==> src/include/rmcg_defs.svh <==
// Register offsets, field positions, masks and reset values of the run-mode clock gate.
`ifndef RMCG_DEFS_SVH
`define RMCG_DEFS_SVH
`define RMCG_RUN_GATE_OFF      12'h100
`define RMCG_IRQ_STATUS_OFF    12'h104
`define RMCG_IRQ_MASK_OFF      12'h108
`define RMCG_SLEEP_GATE_OFF    12'h110
`define RMCG_DEEP_GATE_OFF     12'h120
`define RMCG_RUN_CFG_OFF       12'h060
`define RMCG_RUN_GATE_RST      32'h0000_0040
`define RMCG_RUN_GATE_WMASK    32'h0011_0308
`define RMCG_RUN_GATE_FIXED    32'h0000_0040
`define RMCG_CFG_WMASK         32'h0000_0001
`define RMCG_PWM_BIT           20
`define RMCG_ADC_BIT           16
`define RMCG_RATE_LSB          8
`define RMCG_RATE_MSB          9
`define RMCG_WDOG_BIT          3
`define RMCG_AUTO_GATE_BIT     0
`define RMCG_NUM_UNITS         3
`define RMCG_EVT_PWM_FAULT     0
`define RMCG_EVT_ADC_FAULT     1
`define RMCG_EVT_WDOG_FAULT    2
`define RMCG_EVT_WIDTH         3
`define RMCG_ZERO32            32'h0000_0000
`endif

==> src/include/rmcg_pkg.sv <==
// Types shared by the run-mode clock gate files.
package rmcg_pkg;
   // Power state of the core, one-hot coded.
   typedef enum logic [2:0] {
      RMCG_RUN   = 3'h1,
      RMCG_SLEEP = 3'h2,
      RMCG_DEEP  = 3'h4
   } rmcg_pwr_e;
   // Converter sample-rate selections.
   typedef enum logic [1:0] {
      RMCG_RATE_125K = 2'h0,
      RMCG_RATE_250K = 2'h1
   } rmcg_rate_e;
endpackage

==> src/rtl/rmcg_gate_sel.sv <==
// Choice of the one active gating word for all units from the power state.
`timescale 1ns/1ps
`include "rmcg_defs.svh"
module rmcg_gate_sel (
   input  wire logic [31:0] i_run_gate,
   input  wire logic [31:0] i_sleep_gate,
   input  wire logic [31:0] i_deep_gate,
   input  wire logic        i_auto_gate,
   input  wire logic [2:0]  i_pwr_state,
   output wire logic [31:0] o_active_gate
);
   // Low-power words apply only when auto gating is selected.
   wire logic use_sleep;
   wire logic use_deep;
   assign use_sleep = i_auto_gate && (i_pwr_state == rmcg_pkg::RMCG_SLEEP);
   assign use_deep  = i_auto_gate && (i_pwr_state == rmcg_pkg::RMCG_DEEP);
   assign o_active_gate = use_deep  ? i_deep_gate :
                          use_sleep ? i_sleep_gate : i_run_gate;
endmodule

==> src/rtl/rmcg_fault_chk.sv <==
// Detection of bus accesses to units whose clock is stopped.
`timescale 1ns/1ps
`include "rmcg_defs.svh"
module rmcg_fault_chk (
   input  wire logic [2:0] i_unit_sel,
   input  wire logic [2:0] i_unit_en,
   input  wire logic       i_unit_access,
   output wire logic [2:0] o_fault
);
   // One fault term per unit, built by a loop so units share one shape.
   genvar g;
   generate
      for (g = 0; g < `RMCG_NUM_UNITS; g = g + 1) begin : g_unit
         assign o_fault[g] = i_unit_access && i_unit_sel[g] && !i_unit_en[g];
      end
   endgenerate
endmodule

==> src/rtl/rmcg_top.sv <==
// Run-mode clock gating register block with APB slave, fault detection and interrupt.
//
// Summary of operation
// - Each gate bit enables one unit clock.
// - Access to a gated unit gives fault.
// - Register resets to 0x00000040.
// - Bit 20 gates the PWM unit.
// - Bit 16 gates converter unit zero.
// - Bit 3 gates the watchdog unit.
// - Bits 9:8 select converter sample rate.
// - Bit 6 reads one, other reserved zero.
// - Run register governs normal running clocks.
// - Low-power registers need auto select.
`timescale 1ns/1ps
`include "rmcg_defs.svh"
module rmcg_top (
   input  wire logic        i_core_clk,
   input  wire logic        i_rst,
   input  wire logic        i_psel,
   input  wire logic        i_penable,
   input  wire logic        i_pwrite,
   input  wire logic [11:0] i_paddr,
   input  wire logic [31:0] i_pwdata,
   output logic      [31:0] o_prdata,
   output logic             o_pready,
   output logic             o_pslverr,
   input  wire logic [2:0]  i_pwr_state,
   input  wire logic [2:0]  i_unit_sel,
   input  wire logic        i_unit_access,
   output logic             o_unit_fault,
   output logic             o_pwm_clk_en,
   output logic             o_adc_clk_en,
   output logic             o_wdog_clk_en,
   output logic      [1:0]  o_sample_rate,
   output logic             o_irq
);
   // Each gating word stores its writable bits and the fixed bit; fixed bits are merged again on read.
   logic [31:0] run_gate;
   logic [31:0] sleep_gate;
   logic [31:0] deep_gate;
   // Run clock configuration, holding only the auto gating select.
   logic [31:0] run_cfg;
   // Sticky fault status and its mask, same layout.
   logic [2:0]  irq_status;
   logic [2:0]  irq_mask;
   // APB decode wires.
   wire logic        setup;
   wire logic        wr_en;
   wire logic        hit_run;
   wire logic        hit_sleep;
   wire logic        hit_deep;
   wire logic        hit_cfg;
   wire logic        hit_stat;
   wire logic        hit_mask;
   wire logic        mapped;
   wire logic [31:0] rd_mux;
   wire logic [31:0] run_view;
   wire logic [31:0] sleep_view;
   wire logic [31:0] deep_view;
   wire logic [31:0] active_gate;
   wire logic [2:0]  unit_en;
   wire logic [2:0]  fault_vec;
   wire logic [31:0] next_run_gate;
   wire logic [2:0]  next_irq_status;
   wire logic [2:0]  next_irq_mask;

   // Answer on the access phase only; o_pready is registered, so a transfer takes
   // one setup and two access cycles. The cost is one cycle, the gain a clean output.
   assign setup   = i_psel && i_penable && !o_pready;
   assign wr_en   = setup && i_pwrite;
   assign hit_run   = (i_paddr == `RMCG_RUN_GATE_OFF);
   assign hit_sleep = (i_paddr == `RMCG_SLEEP_GATE_OFF);
   assign hit_deep  = (i_paddr == `RMCG_DEEP_GATE_OFF);
   assign hit_cfg   = (i_paddr == `RMCG_RUN_CFG_OFF);
   assign hit_stat  = (i_paddr == `RMCG_IRQ_STATUS_OFF);
   assign hit_mask  = (i_paddr == `RMCG_IRQ_MASK_OFF);
   assign mapped    = hit_run || hit_sleep || hit_deep || hit_cfg || hit_stat || hit_mask;

   assign run_view   = (run_gate & `RMCG_RUN_GATE_WMASK) | `RMCG_RUN_GATE_FIXED;
   assign sleep_view = (sleep_gate & `RMCG_RUN_GATE_WMASK) | `RMCG_RUN_GATE_FIXED;
   assign deep_view  = (deep_gate & `RMCG_RUN_GATE_WMASK) | `RMCG_RUN_GATE_FIXED;

   // Read selection; unmapped addresses read zero and answer with an error.
   assign rd_mux = hit_run   ? run_view :
                   hit_sleep ? sleep_view :
                   hit_deep  ? deep_view :
                   hit_cfg   ? (run_cfg & `RMCG_CFG_WMASK) :
                   hit_stat  ? {29'h0000_0000, irq_status} :
                   hit_mask  ? {29'h0000_0000, irq_mask} : `RMCG_ZERO32;

   assign next_run_gate = i_pwdata & `RMCG_RUN_GATE_WMASK;

   // Pick the word that governs the unit clocks in the present power state.
   rmcg_gate_sel u_gate_sel (
      .i_run_gate    (run_gate),
      .i_sleep_gate  (sleep_gate),
      .i_deep_gate   (deep_gate),
      .i_auto_gate   (run_cfg[`RMCG_AUTO_GATE_BIT]),
      .i_pwr_state   (i_pwr_state),
      .o_active_gate (active_gate)
   );

   assign unit_en[`RMCG_EVT_PWM_FAULT]  = active_gate[`RMCG_PWM_BIT];
   assign unit_en[`RMCG_EVT_ADC_FAULT]  = active_gate[`RMCG_ADC_BIT];
   assign unit_en[`RMCG_EVT_WDOG_FAULT] = active_gate[`RMCG_WDOG_BIT];

   // Fault terms for accesses that target a stopped unit.
   rmcg_fault_chk u_fault_chk (
      .i_unit_sel    (i_unit_sel),
      .i_unit_en     (unit_en),
      .i_unit_access (i_unit_access),
      .o_fault       (fault_vec)
   );

   // Set wins over a write-one clear in the same cycle, so no fault is lost.
   assign next_irq_status = (irq_status & ~((wr_en && hit_stat) ? i_pwdata[2:0] : 3'h0))
                            | fault_vec;

   // The interrupt uses the mask as written this cycle, so masking takes hold at once.
   assign next_irq_mask = (wr_en && hit_mask) ? i_pwdata[2:0] : irq_mask;

   // APB answer registers.
   always_ff @(posedge i_core_clk or posedge i_rst) begin
      if (i_rst) begin
         o_pready  <= 1'b0;
         o_pslverr <= 1'b0;
         o_prdata  <= `RMCG_ZERO32;
      end else begin
         o_pready  <= setup;
         o_pslverr <= setup && !mapped;
         o_prdata  <= (setup && !i_pwrite) ? rd_mux : `RMCG_ZERO32;
      end
   end

   // Gating words; all writable bits start cleared so units begin unclocked.
   always_ff @(posedge i_core_clk or posedge i_rst) begin
      if (i_rst) begin
         run_gate   <= `RMCG_RUN_GATE_RST;
         sleep_gate <= `RMCG_RUN_GATE_RST;
         deep_gate  <= `RMCG_RUN_GATE_RST;
      end else if (wr_en) begin
         if (hit_run) begin
            run_gate <= next_run_gate | `RMCG_RUN_GATE_FIXED;
         end
         if (hit_sleep) begin
            sleep_gate <= next_run_gate | `RMCG_RUN_GATE_FIXED;
         end
         if (hit_deep) begin
            deep_gate <= next_run_gate | `RMCG_RUN_GATE_FIXED;
         end
      end
   end

   // Configuration and interrupt mask registers.
   always_ff @(posedge i_core_clk or posedge i_rst) begin
      if (i_rst) begin
         run_cfg  <= `RMCG_ZERO32;
         irq_mask <= 3'h0;
      end else if (wr_en) begin
         if (hit_cfg) begin
            run_cfg <= i_pwdata & `RMCG_CFG_WMASK;
         end
         if (hit_mask) begin
            irq_mask <= i_pwdata[2:0];
         end
      end
   end

   // Sticky status, a registered fault strobe and the level interrupt.
   always_ff @(posedge i_core_clk or posedge i_rst) begin
      if (i_rst) begin
         irq_status   <= 3'h0;
         o_unit_fault <= 1'b0;
         o_irq        <= 1'b0;
      end else begin
         irq_status   <= next_irq_status;
         o_unit_fault <= |fault_vec;
         o_irq        <= |(next_irq_status & next_irq_mask);
      end
   end

   // Unit clock enables and sample rate, registered so each output is a flop.
   // The enable feeds a glitch-free gate cell in the unit, never a logic AND.
   always_ff @(posedge i_core_clk or posedge i_rst) begin
      if (i_rst) begin
         o_pwm_clk_en  <= 1'b0;
         o_adc_clk_en  <= 1'b0;
         o_wdog_clk_en <= 1'b0;
         o_sample_rate <= rmcg_pkg::RMCG_RATE_125K;
      end else begin
         o_pwm_clk_en  <= unit_en[`RMCG_EVT_PWM_FAULT];
         o_adc_clk_en  <= unit_en[`RMCG_EVT_ADC_FAULT];
         o_wdog_clk_en <= unit_en[`RMCG_EVT_WDOG_FAULT];
         o_sample_rate <= run_gate[`RMCG_RATE_MSB:`RMCG_RATE_LSB];
      end
   end

   // Write of the run word reaches the PWM enable two edges later in run state.
   pwm_follow_a: assert property (@(posedge i_core_clk) disable iff (i_rst)
      (wr_en && hit_run && i_pwr_state == rmcg_pkg::RMCG_RUN)
      ##1 (i_pwr_state == rmcg_pkg::RMCG_RUN)
      |=> (o_pwm_clk_en == $past(i_pwdata[`RMCG_PWM_BIT], 2)))
      else $error("PWM enable did not follow run word write");

   // The converter enable follows a run word write in the same way.
   adc_follow_a: assert property (@(posedge i_core_clk) disable iff (i_rst)
      (wr_en && hit_run && i_pwr_state == rmcg_pkg::RMCG_RUN)
      ##1 (i_pwr_state == rmcg_pkg::RMCG_RUN)
      |=> (o_adc_clk_en == $past(i_pwdata[`RMCG_ADC_BIT], 2)))
      else $error("Converter enable did not follow run word write");

   // The watchdog enable follows a run word write in the same way.
   wdog_follow_a: assert property (@(posedge i_core_clk) disable iff (i_rst)
      (wr_en && hit_run && i_pwr_state == rmcg_pkg::RMCG_RUN)
      ##1 (i_pwr_state == rmcg_pkg::RMCG_RUN)
      |=> (o_wdog_clk_en == $past(i_pwdata[`RMCG_WDOG_BIT], 2)))
      else $error("Watchdog enable did not follow run word write");

   // The rate output takes the run word field whatever the power state.
   rate_follow_a: assert property (@(posedge i_core_clk) disable iff (i_rst)
      (wr_en && hit_run) |-> ##2 (o_sample_rate == $past(i_pwdata[9:8], 2)))
      else $error("Sample rate did not follow run word write");

   // An access to a stopped unit answers with a fault strobe one edge later.
   fault_gated_a: assert property (@(posedge i_core_clk) disable iff (i_rst)
      (i_unit_access && (i_unit_sel & ~unit_en) != 3'h0) |=> o_unit_fault)
      else $error("Access to stopped unit gave no fault");

   fault_clean_a: assert property (@(posedge i_core_clk) disable iff (i_rst)
      (!i_unit_access || (i_unit_sel & ~unit_en) == 3'h0) |=> !o_unit_fault)
      else $error("Fault raised for a clocked unit");

   // Reserved places of the run word read their fixed values.
   reserved_read_a: assert property (@(posedge i_core_clk) disable iff (i_rst)
      (setup && !i_pwrite && hit_run)
      |=> (o_prdata[6] && o_prdata[31:21] == 11'h000 && o_prdata[19:17] == 3'h0
           && o_prdata[15:10] == 6'h00 && o_prdata[7] == 1'b0 && o_prdata[5:4] == 2'h0
           && o_prdata[2:0] == 3'h0))
      else $error("Reserved run word bits read wrong");

   reserved_write_a: assert property (@(posedge i_core_clk) disable iff (i_rst)
      (wr_en && hit_run) |=> ((run_gate & ~`RMCG_RUN_GATE_WMASK) == `RMCG_RUN_GATE_FIXED))
      else $error("Write changed a reserved bit");

   // Without auto select the run word alone drives the unit clocks.
   auto_gate_a: assert property (@(posedge i_core_clk) disable iff (i_rst)
      (!run_cfg[`RMCG_AUTO_GATE_BIT]) |-> (active_gate == run_gate))
      else $error("Low-power word used without auto select");

   run_state_a: assert property (@(posedge i_core_clk) disable iff (i_rst)
      (i_pwr_state == rmcg_pkg::RMCG_RUN) |-> (active_gate == run_gate))
      else $error("Run state not governed by run word");

   // The first edge after reset sees the reset word and a stopped PWM unit.
   reset_val_a: assert property (@(posedge i_core_clk)
      $fell(i_rst) |-> (run_view == `RMCG_RUN_GATE_RST && !o_pwm_clk_en))
      else $error("Run word reset value wrong");

   // The interrupt level always matches the stored status under the stored mask.
   irq_level_a: assert property (@(posedge i_core_clk) disable iff (i_rst)
      o_irq == |(irq_status & irq_mask))
      else $error("Interrupt level mismatches masked status");

   // Ready is a one-cycle pulse; an access phase held past it is answered again every second cycle.
   ready_pulse_a: assert property (@(posedge i_core_clk) disable iff (i_rst)
      o_pready |=> !o_pready)
      else $error("Ready stood for more than one cycle");

   // An unmapped place answers with an error and reads zero.
   error_answer_a: assert property (@(posedge i_core_clk) disable iff (i_rst)
      (setup && !mapped) |=> (o_pready && o_pslverr && o_prdata == `RMCG_ZERO32))
      else $error("Unmapped access not refused");

   // A refused write leaves the run word, configuration and mask registers alone.
   unmapped_keep_a: assert property (@(posedge i_core_clk) disable iff (i_rst)
      (wr_en && !mapped) |=> ($stable(run_gate) && $stable(run_cfg) && $stable(irq_mask)))
      else $error("Refused write changed a register");

   // A fault sets its status bit even when a clear lands in the same cycle.
   status_set_a: assert property (@(posedge i_core_clk) disable iff (i_rst)
      (fault_vec != 3'h0) |=> ((irq_status & $past(fault_vec)) == $past(fault_vec)))
      else $error("Fault did not set its status bit");

   // A write of ones clears the addressed status bits when no new fault arrives.
   status_clear_a: assert property (@(posedge i_core_clk) disable iff (i_rst)
      (wr_en && hit_stat && fault_vec == 3'h0)
      |=> ((irq_status & $past(i_pwdata[2:0])) == 3'h0))
      else $error("Status bits not cleared by write of ones");

   // Reset also stops the other units and returns the sample rate to its lowest code.
   reset_outs_a: assert property (@(posedge i_core_clk)
      $fell(i_rst) |-> (!o_adc_clk_en && !o_wdog_clk_en && o_sample_rate == 2'h0))
      else $error("Unit outputs not cleared by reset");
endmodule

==> config.mk <==
export PLATFORM = sky130hd
export DESIGN_NAME = rmcg_top
export DESIGN_NICKNAME = d
export VERILOG_FILES = /design/src/include/rmcg_pkg.sv /design/src/rtl/rmcg_gate_sel.sv /design/src/rtl/rmcg_fault_chk.sv /design/src/rtl/rmcg_top.sv
export VERILOG_INCLUDE_DIRS = /design/src /design/src/include
export SDC_FILE = /design/constraint.sdc
export NUM_CORES = 1
export LEC_CHECK = 0
export BUFFER_PORTS_ARGS = -buffer_cell sky130_fd_sc_hd__buf_4
export CAP_MARGIN = 30
export CORE_UTILIZATION = 45
export DETAILED_ROUTE_END_ITERATION = 12
export PLACE_DENSITY_LB_ADDON = 0.1
export SLEW_MARGIN = 20
export SYNTH_ARGS = -nofsm -noshare
export SYNTH_HDL_FRONTEND = slang
export SYNTH_HIERARCHICAL = 1
export SYNTH_SLANG_ARGS = --single-unit
==> constraint.sdc <==
create_clock -name i_core_clk -period 2 [get_ports i_core_clk]
set_input_delay 0.5 -clock i_core_clk [delete_from_list [all_inputs] [get_ports i_core_clk]]
set_output_delay 0.5 -clock i_core_clk [all_outputs]
set_load 0.005 [all_outputs]
==> flow_summary.yaml, run 1 <==
run_status:
  status: "finished, final reports clean"
clocking:
  cts_root_buf: "clkbuf_8"
  cts_tree: "built"
  cts_buffers: 5
  htree_levels: 2
  cts.repair.resized: 0
  cts_sinks: 40
  clk_pin_slew_worst_paths_ns: 0.07
  cts_max_path_buffers: 2
  cts_setup_buffers: 0
  hold_buffers: 0
  clk_latency_ns: 0.29
setup_path:
  critical_path_class: "in2reg"
  crit_path_end_kind: "flop"
  crit_arrival_ns: 2.07
  crit_path_start_kind: "input port"
  cp_max_fo: 5
  required_ns: 2.17
power_and_ir_drop:
  power_density_mw_per_mm2: 598
  sw_frac_of_total_pct: 22.6
  seqPwrFrac_pct: 54.5
  p_clk_share_pct: 36.3
  switching_power_w: 0.000338
  p_leak_nw: 1.28
  irDropWorstVdd_uv: 321
  intPower_w: 0.00116
  p_total_w: 0.00150
  power_frac_comb_pct: 9.1
sta:
  maxSlewViolCount: 0
  worst_hold_slack_ns: 0.320
  fin_crit_sh_pct: 95.1
  fin_setup_tns_ns: 0
  finalSetupViolCount: 0
  fin_crit_ns: 1.90
  hold_violations: 0
  setup_ws_ns: 0.0975
  rsz0062_at_grt: "false"
  max_clock_freq_mhz: 526
  skew_ns: 0.00451
die:
  coreArea_mm2: 0.00438
  initial_utilization_pct: 47.4
  dieArea_mm2: 0.00490
  pin_count: 97
  die_h_um: 70.0
  die_x_um: 70.0
  rows: 24
global_route:
  grt_max_degree: 41
  use_met2_pct: 29.9
  grt_usage_pct: 17.9
  grtUsageMet1_pct: 22.9
  grt-busiest-layer: "met2"
  antenna_found_initial: 0
  grt_pass1_vias: 1476
  use_met3_pct: 5.19
  grt_pass1_wl_mm: 6.90
  grt_overflow: 0
route:
  postRouteWirelength_mm: 4.12
  drtIter0Drc: 56
  ant_nets: 0
  routed_via_density: 5.04
  wl_per_cell_um: 14.4
  dr.pass1.iters: 6
  drc: 0
  vias: 1447
yosys:
  syn_inst: 180
  yosysWarnings: 6
  syn_avg_cell_area_um2: 11.6
  syn_area_mm2: 0.00208
finish:
  postLayoutCellArea_mm2: 0.00250
  drive_above_1_share_pct: 40.4
  antenna_cells: 0
  syn2layout_area_growth_pct: 20.2
  fill_cells: 376
  fin_nets: 290
placement:
  hpwl_mm: 3.26
  place.gp.congestion: 0.864
  pre_cts_ws_ns: -0.183
  place_area_mm2: 0.00241
  io_buffers: 49
min_path:
  min_path_type: "in2async"
run:
  maxCapViolCount: 0
## power groups by stage
| stage | logic [W] | registers (W) | clock network [W] |
|---|---|---|---|
| detailed placement | 0.000137 | 0.000831 | 0 |
| global route | 0.000150 | 0.000816 | 0.000598 |
| finish | 0.000136 | 0.000815 | 0.000543 |
| CTS | 0.000137 | 0.000815 | 0.000560 |
| floorplan | 0.0000771 | 0.000831 | 0 |
| global placement | 0.000133 | 0.000831 | 0 |
## layout make-up
cell class | instances | area (um^2) | share of cell area [%]
clock buffers | 6 | 82.6 | 3.30
flip-flops and latches | 40 | 1000 | 40.1
clock inverters | 2 | 10.0 | 0.401
well taps | 52 | 65.1 | 2.60
inverters | 2 | 7.51 | 0.300
multi-input cells | 120 | 845 | 33.8
repair buffers | 65 | 488 | 19.5
## sequential cells by signal (all words and copies together), names as in the netlist, 2 cells and up
register / count
deep_gate: 5
irq_mask: 3
irq_status: 3
o_prdata: 9
o_sample_rate: 2
run_gate: 5
sleep_gate: 5
## layout by cell type (no fill, tap or decap)
master	instances
a2111oi_1	1
a21o_1	2
a21oi_1	6
a221o_1	1
a222oi_1	1
a22oi_1	6
a31oi_1	1
and2_1	1
and3_1	4
and3b_1	4
and4_1	2
and4b_1	2
and4bb_1	2
buf_4	65
clkbuf_8	6
clkinv_2	2
conb_1	23
dfrtp_1	40
inv_1	2
mux2_1	1
mux2_2	18
mux2i_1	3
nand2_1	5
nand2b_1	1
nand3_1	2
nand4_1	1
nand4b_1	1
nor2_1	11
nor2b_1	4
nor3_1	3
nor4_2	1
nor4_4	1
nor4b_1	1
nor4b_4	1
o21a_1	1
o21ai_1	3
or2_1	1
or2_2	1
or3_1	3
or4_1	1
## through the flow
step                cells  util, %
floorplan             202        -
global placement      279     54.9
detailed placement    279     54.9
CTS                   287     57.0
global route          287     57.0
finish                287     57.0
## worst max-delay path, stage by stage
cell and delay [ns]:
buf_4 0.12, nor4_4 0.36, and2_1 0.19, and3b_1 0.17, and3_1 0.35, mux2_2 0.38
## metal layers
layer  vias to the layer above  part of all wire [%]
met5                         -                     0
met4                         0                   1.3
met3                         6                   6.3
met2                        60                    50
met1                       690                    43
li1                        691                     -
## path summary, 6_finish.rpt
check                            startpoint               end  slack [ns]  cells after the start
worst min-delay path                  i_rst       o_prdata[3]        0.32                      3
max in group asynchronous             i_rst      o_adc_clk_en        1.32                      3
worst max register to register   run_cfg[0]             o_irq        0.13                      6
worst max-delay path            i_paddr[11]     sleep_gate[3]         0.1                      6
min in group i_core_clk         run_gate[8]  o_sample_rate[0]        0.41                      0
worst min register to register  run_gate[8]  o_sample_rate[0]        0.41                      0
Power figures use the tool's default switching activity.
==> run 2: changes to the inputs <==
Settings changed: CORE_UTILIZATION 45 to 50.
Clock period 2 ns to 1.82 ns, I/O delays scaled along.
==> run 2 against run 1 <==
  * The run now ends with negative setup slack left
  * Utilization increased by 6.3 points
  * Register-to-register slack worse by 0.16 ns
  * Power is 9.4% higher
  * Global-route usage grew 2.5 points
  * Non-clock buffer count up 4
  * Final area increased by 1.4%
  * Sequential power rose by 9.8%
  * Cell count is 0.70% higher
  * Sequential cell count did not move
  * Setup slack got worse by 0.12 ns
  * Via count fell by 0.14%
  * Combinational power is 12% higher
  * Largest power group unchanged
  * Highest routed layer unchanged
==> flow_summary.yaml, run 2 (synthesis results as in run 1) <==
sta:
  hold_violations: 0
  max_clock_freq_mhz: 542
  maxSlewViolCount: 0
  fin_crit_ns: 1.85
  fin_setup_tns_ns: -0.0253
  setup_ws_ns: -0.0253
  fin_crit_sh_pct: 101
  rsz0062_at_grt: "true"
  finalSetupViolCount: 1
  skew_ns: 0.00396
clocking:
  cts_sinks: 40
  cts_max_path_buffers: 2
  cts_buffers: 5
  htree_levels: 2
  cts_tree: "built"
  clk_latency_ns: 0.29
  hold_buffers: 0
  cts_root_buf: "clkbuf_8"
  clk_pin_slew_worst_paths_ns: 0.07
die:
  pin_count: 97
  die_h_um: 66.5
  coreArea_mm2: 0.00400
  dieArea_mm2: 0.00442
  rows: 23
  initial_utilization_pct: 52.0
  die_x_um: 66.5
finish:
  final_cell_mix: "69 x buf_4, 40 x dfrtp_1, 23 x conb_1, 18 x mux2_2, 11 x nor2_1"
  final_common_cell: "buf_4"
  fill_cells: 341
  postLayoutCellArea_mm2: 0.00253
  fin_nets: 294
  largest_register_ffs: 9
  drive_above_1_share_pct: 42.3
  syn2layout_area_growth_pct: 21.8
  regArea_mm2: 0.00100
  antenna_cells: 0
  multi_input_area_um2: 853
  regMostFlops: "o_prdata"
run_status:
  status: "finished with violations"
  failed_checks: "negative setup slack"
route:
  drtIter0Drc: 33
  vias: 1445
  routed_via_density: 5.00
  dr.pass1.iters: 4
  drc: 0
  postRouteWirelength_mm: 3.99
  ant_nets: 0
  wl_per_cell_um: 13.8
setup_path:
  slowest_delay_ns: 0.42
  cp_max_fo: 4
  cp_cell_sequence: "and4bb_2 > mux2i_1 > o21ai_1 > and3b_1 > a21o_1 > a221o_1"
  worstSetupPathDepth: 6
  required_ns: 2.00
  crit_slowest_cell: "dfrtp_1"
  crit_path_start_kind: "flop"
  critical_path.top_delay_family: "compound AO/OA/AOI/OAI gates"
  crit_buf_inv: 0
  worstRegToRegCells: 6
  crit_arrival_ns: 2.02
  r2r_start: "run_cfg[0]"
  r2r-end: "o_irq"
  crit_path_end_kind: "flop"
  rrSetupSlack_ns: -0.03
  critical_path_class: "reg2reg"
placement:
  place_area_mm2: 0.00242
  io_buffers: 49
  place.gp.congestion: 0.854
  hpwl_mm: 3.08
run:
  maxCapViolCount: 0
power_and_ir_drop:
  irDropWorstVdd_uv: 514
  switching_power_w: 0.000356
  intPower_w: 0.00128
  power_frac_comb_pct: 9.3
  p_clk_share_pct: 36.0
  p_leak_nw: 1.29
  power_density_mw_per_mm2: 646
  seqPwrFrac_pct: 54.7
  sw_frac_of_total_pct: 21.8
  p_total_w: 0.00164
global_route:
  antenna_found_initial: 0
  grt_pass1_wl_mm: 6.51
  grt_overflow: 0
  grt_pass1_vias: 1431
  grt_max_degree: 41
  grt_usage_pct: 20.4
min_path:
  min_path_type: "in2async"
-- run 2: power by group through the flow --
stage / sequential [W] / clock [W] / combinational [W]
floorplan: 0.000913 / 0 / 0.0000847
global placement: 0.000912 / 0 / 0.000148
detailed placement: 0.000912 / 0 / 0.000151
CTS: 0.000895 / 0.000608 / 0.000152
global route: 0.000895 / 0.000652 / 0.000170
finish: 0.000895 / 0.000589 / 0.000152
-- run 2: cell type report --
cell class              instances  share of cell area (%)
clock buffers                   8                    3.56
flip-flops and latches         40                    39.5
well taps                      50                    2.47
inverters                       2                   0.296
repair buffers                 69                    20.5
multi-input cells             120                    33.7
-- run 2: through the flow --
stage	hold WS [ns]	util, %	instances	setup WS [ns]
6_report	0.280	63.3	289	-0.0253
5_1_grt	0.324	63.3	289	-0.0883
4_1_cts	0.299	62.9	288	0.00420
3_5_place_dp	0.404	60.5	279	-0.314
3_3_place_gp	0.389	60.5	279	-0.294
2_1_floorplan	0.371	-	202	-0.0741
-- run 2: worst max path at each step --
stage,from,endpoint
final,run_cfg[0],o_irq
after global routing,run_cfg[0],o_irq
after CTS,run_cfg[0],o_irq
after detailed placement,i_paddr[9],deep_gate[9]
after global placement,i_paddr[9],deep_gate[16]
after floorplan,i_pwr_state[0],o_irq
-- run 2: metal layers --
| metal | up-vias | GRT usage (%) | share of wire (%) |
|---|---|---|---|
| met4 | 0 | 9.31 | 2.4 |
| li1 | 692 | - | - |
| met1 | 687 | 24.1 | 42 |
| met2 | 56 | 33.7 | 50 |
| met3 | 10 | 6.51 | 6.5 |
| met5 | - | 0 | 0 |
-- run 2: worst register-to-register path: stages, from the launching register on --
cell and delay (ns):
dfrtp_1 0.42, and4bb_2 0.29, mux2i_1 0.13, o21ai_1 0.20, and3b_1 0.22, a21o_1 0.17
a221o_1 0.31
-- run 2: repair_timing --
action	4_1_cts	5_1_grt
endpoints found under the setup margin	2	7
setup buffers	1	1
pin swaps	1	2
resized for setup	1	3
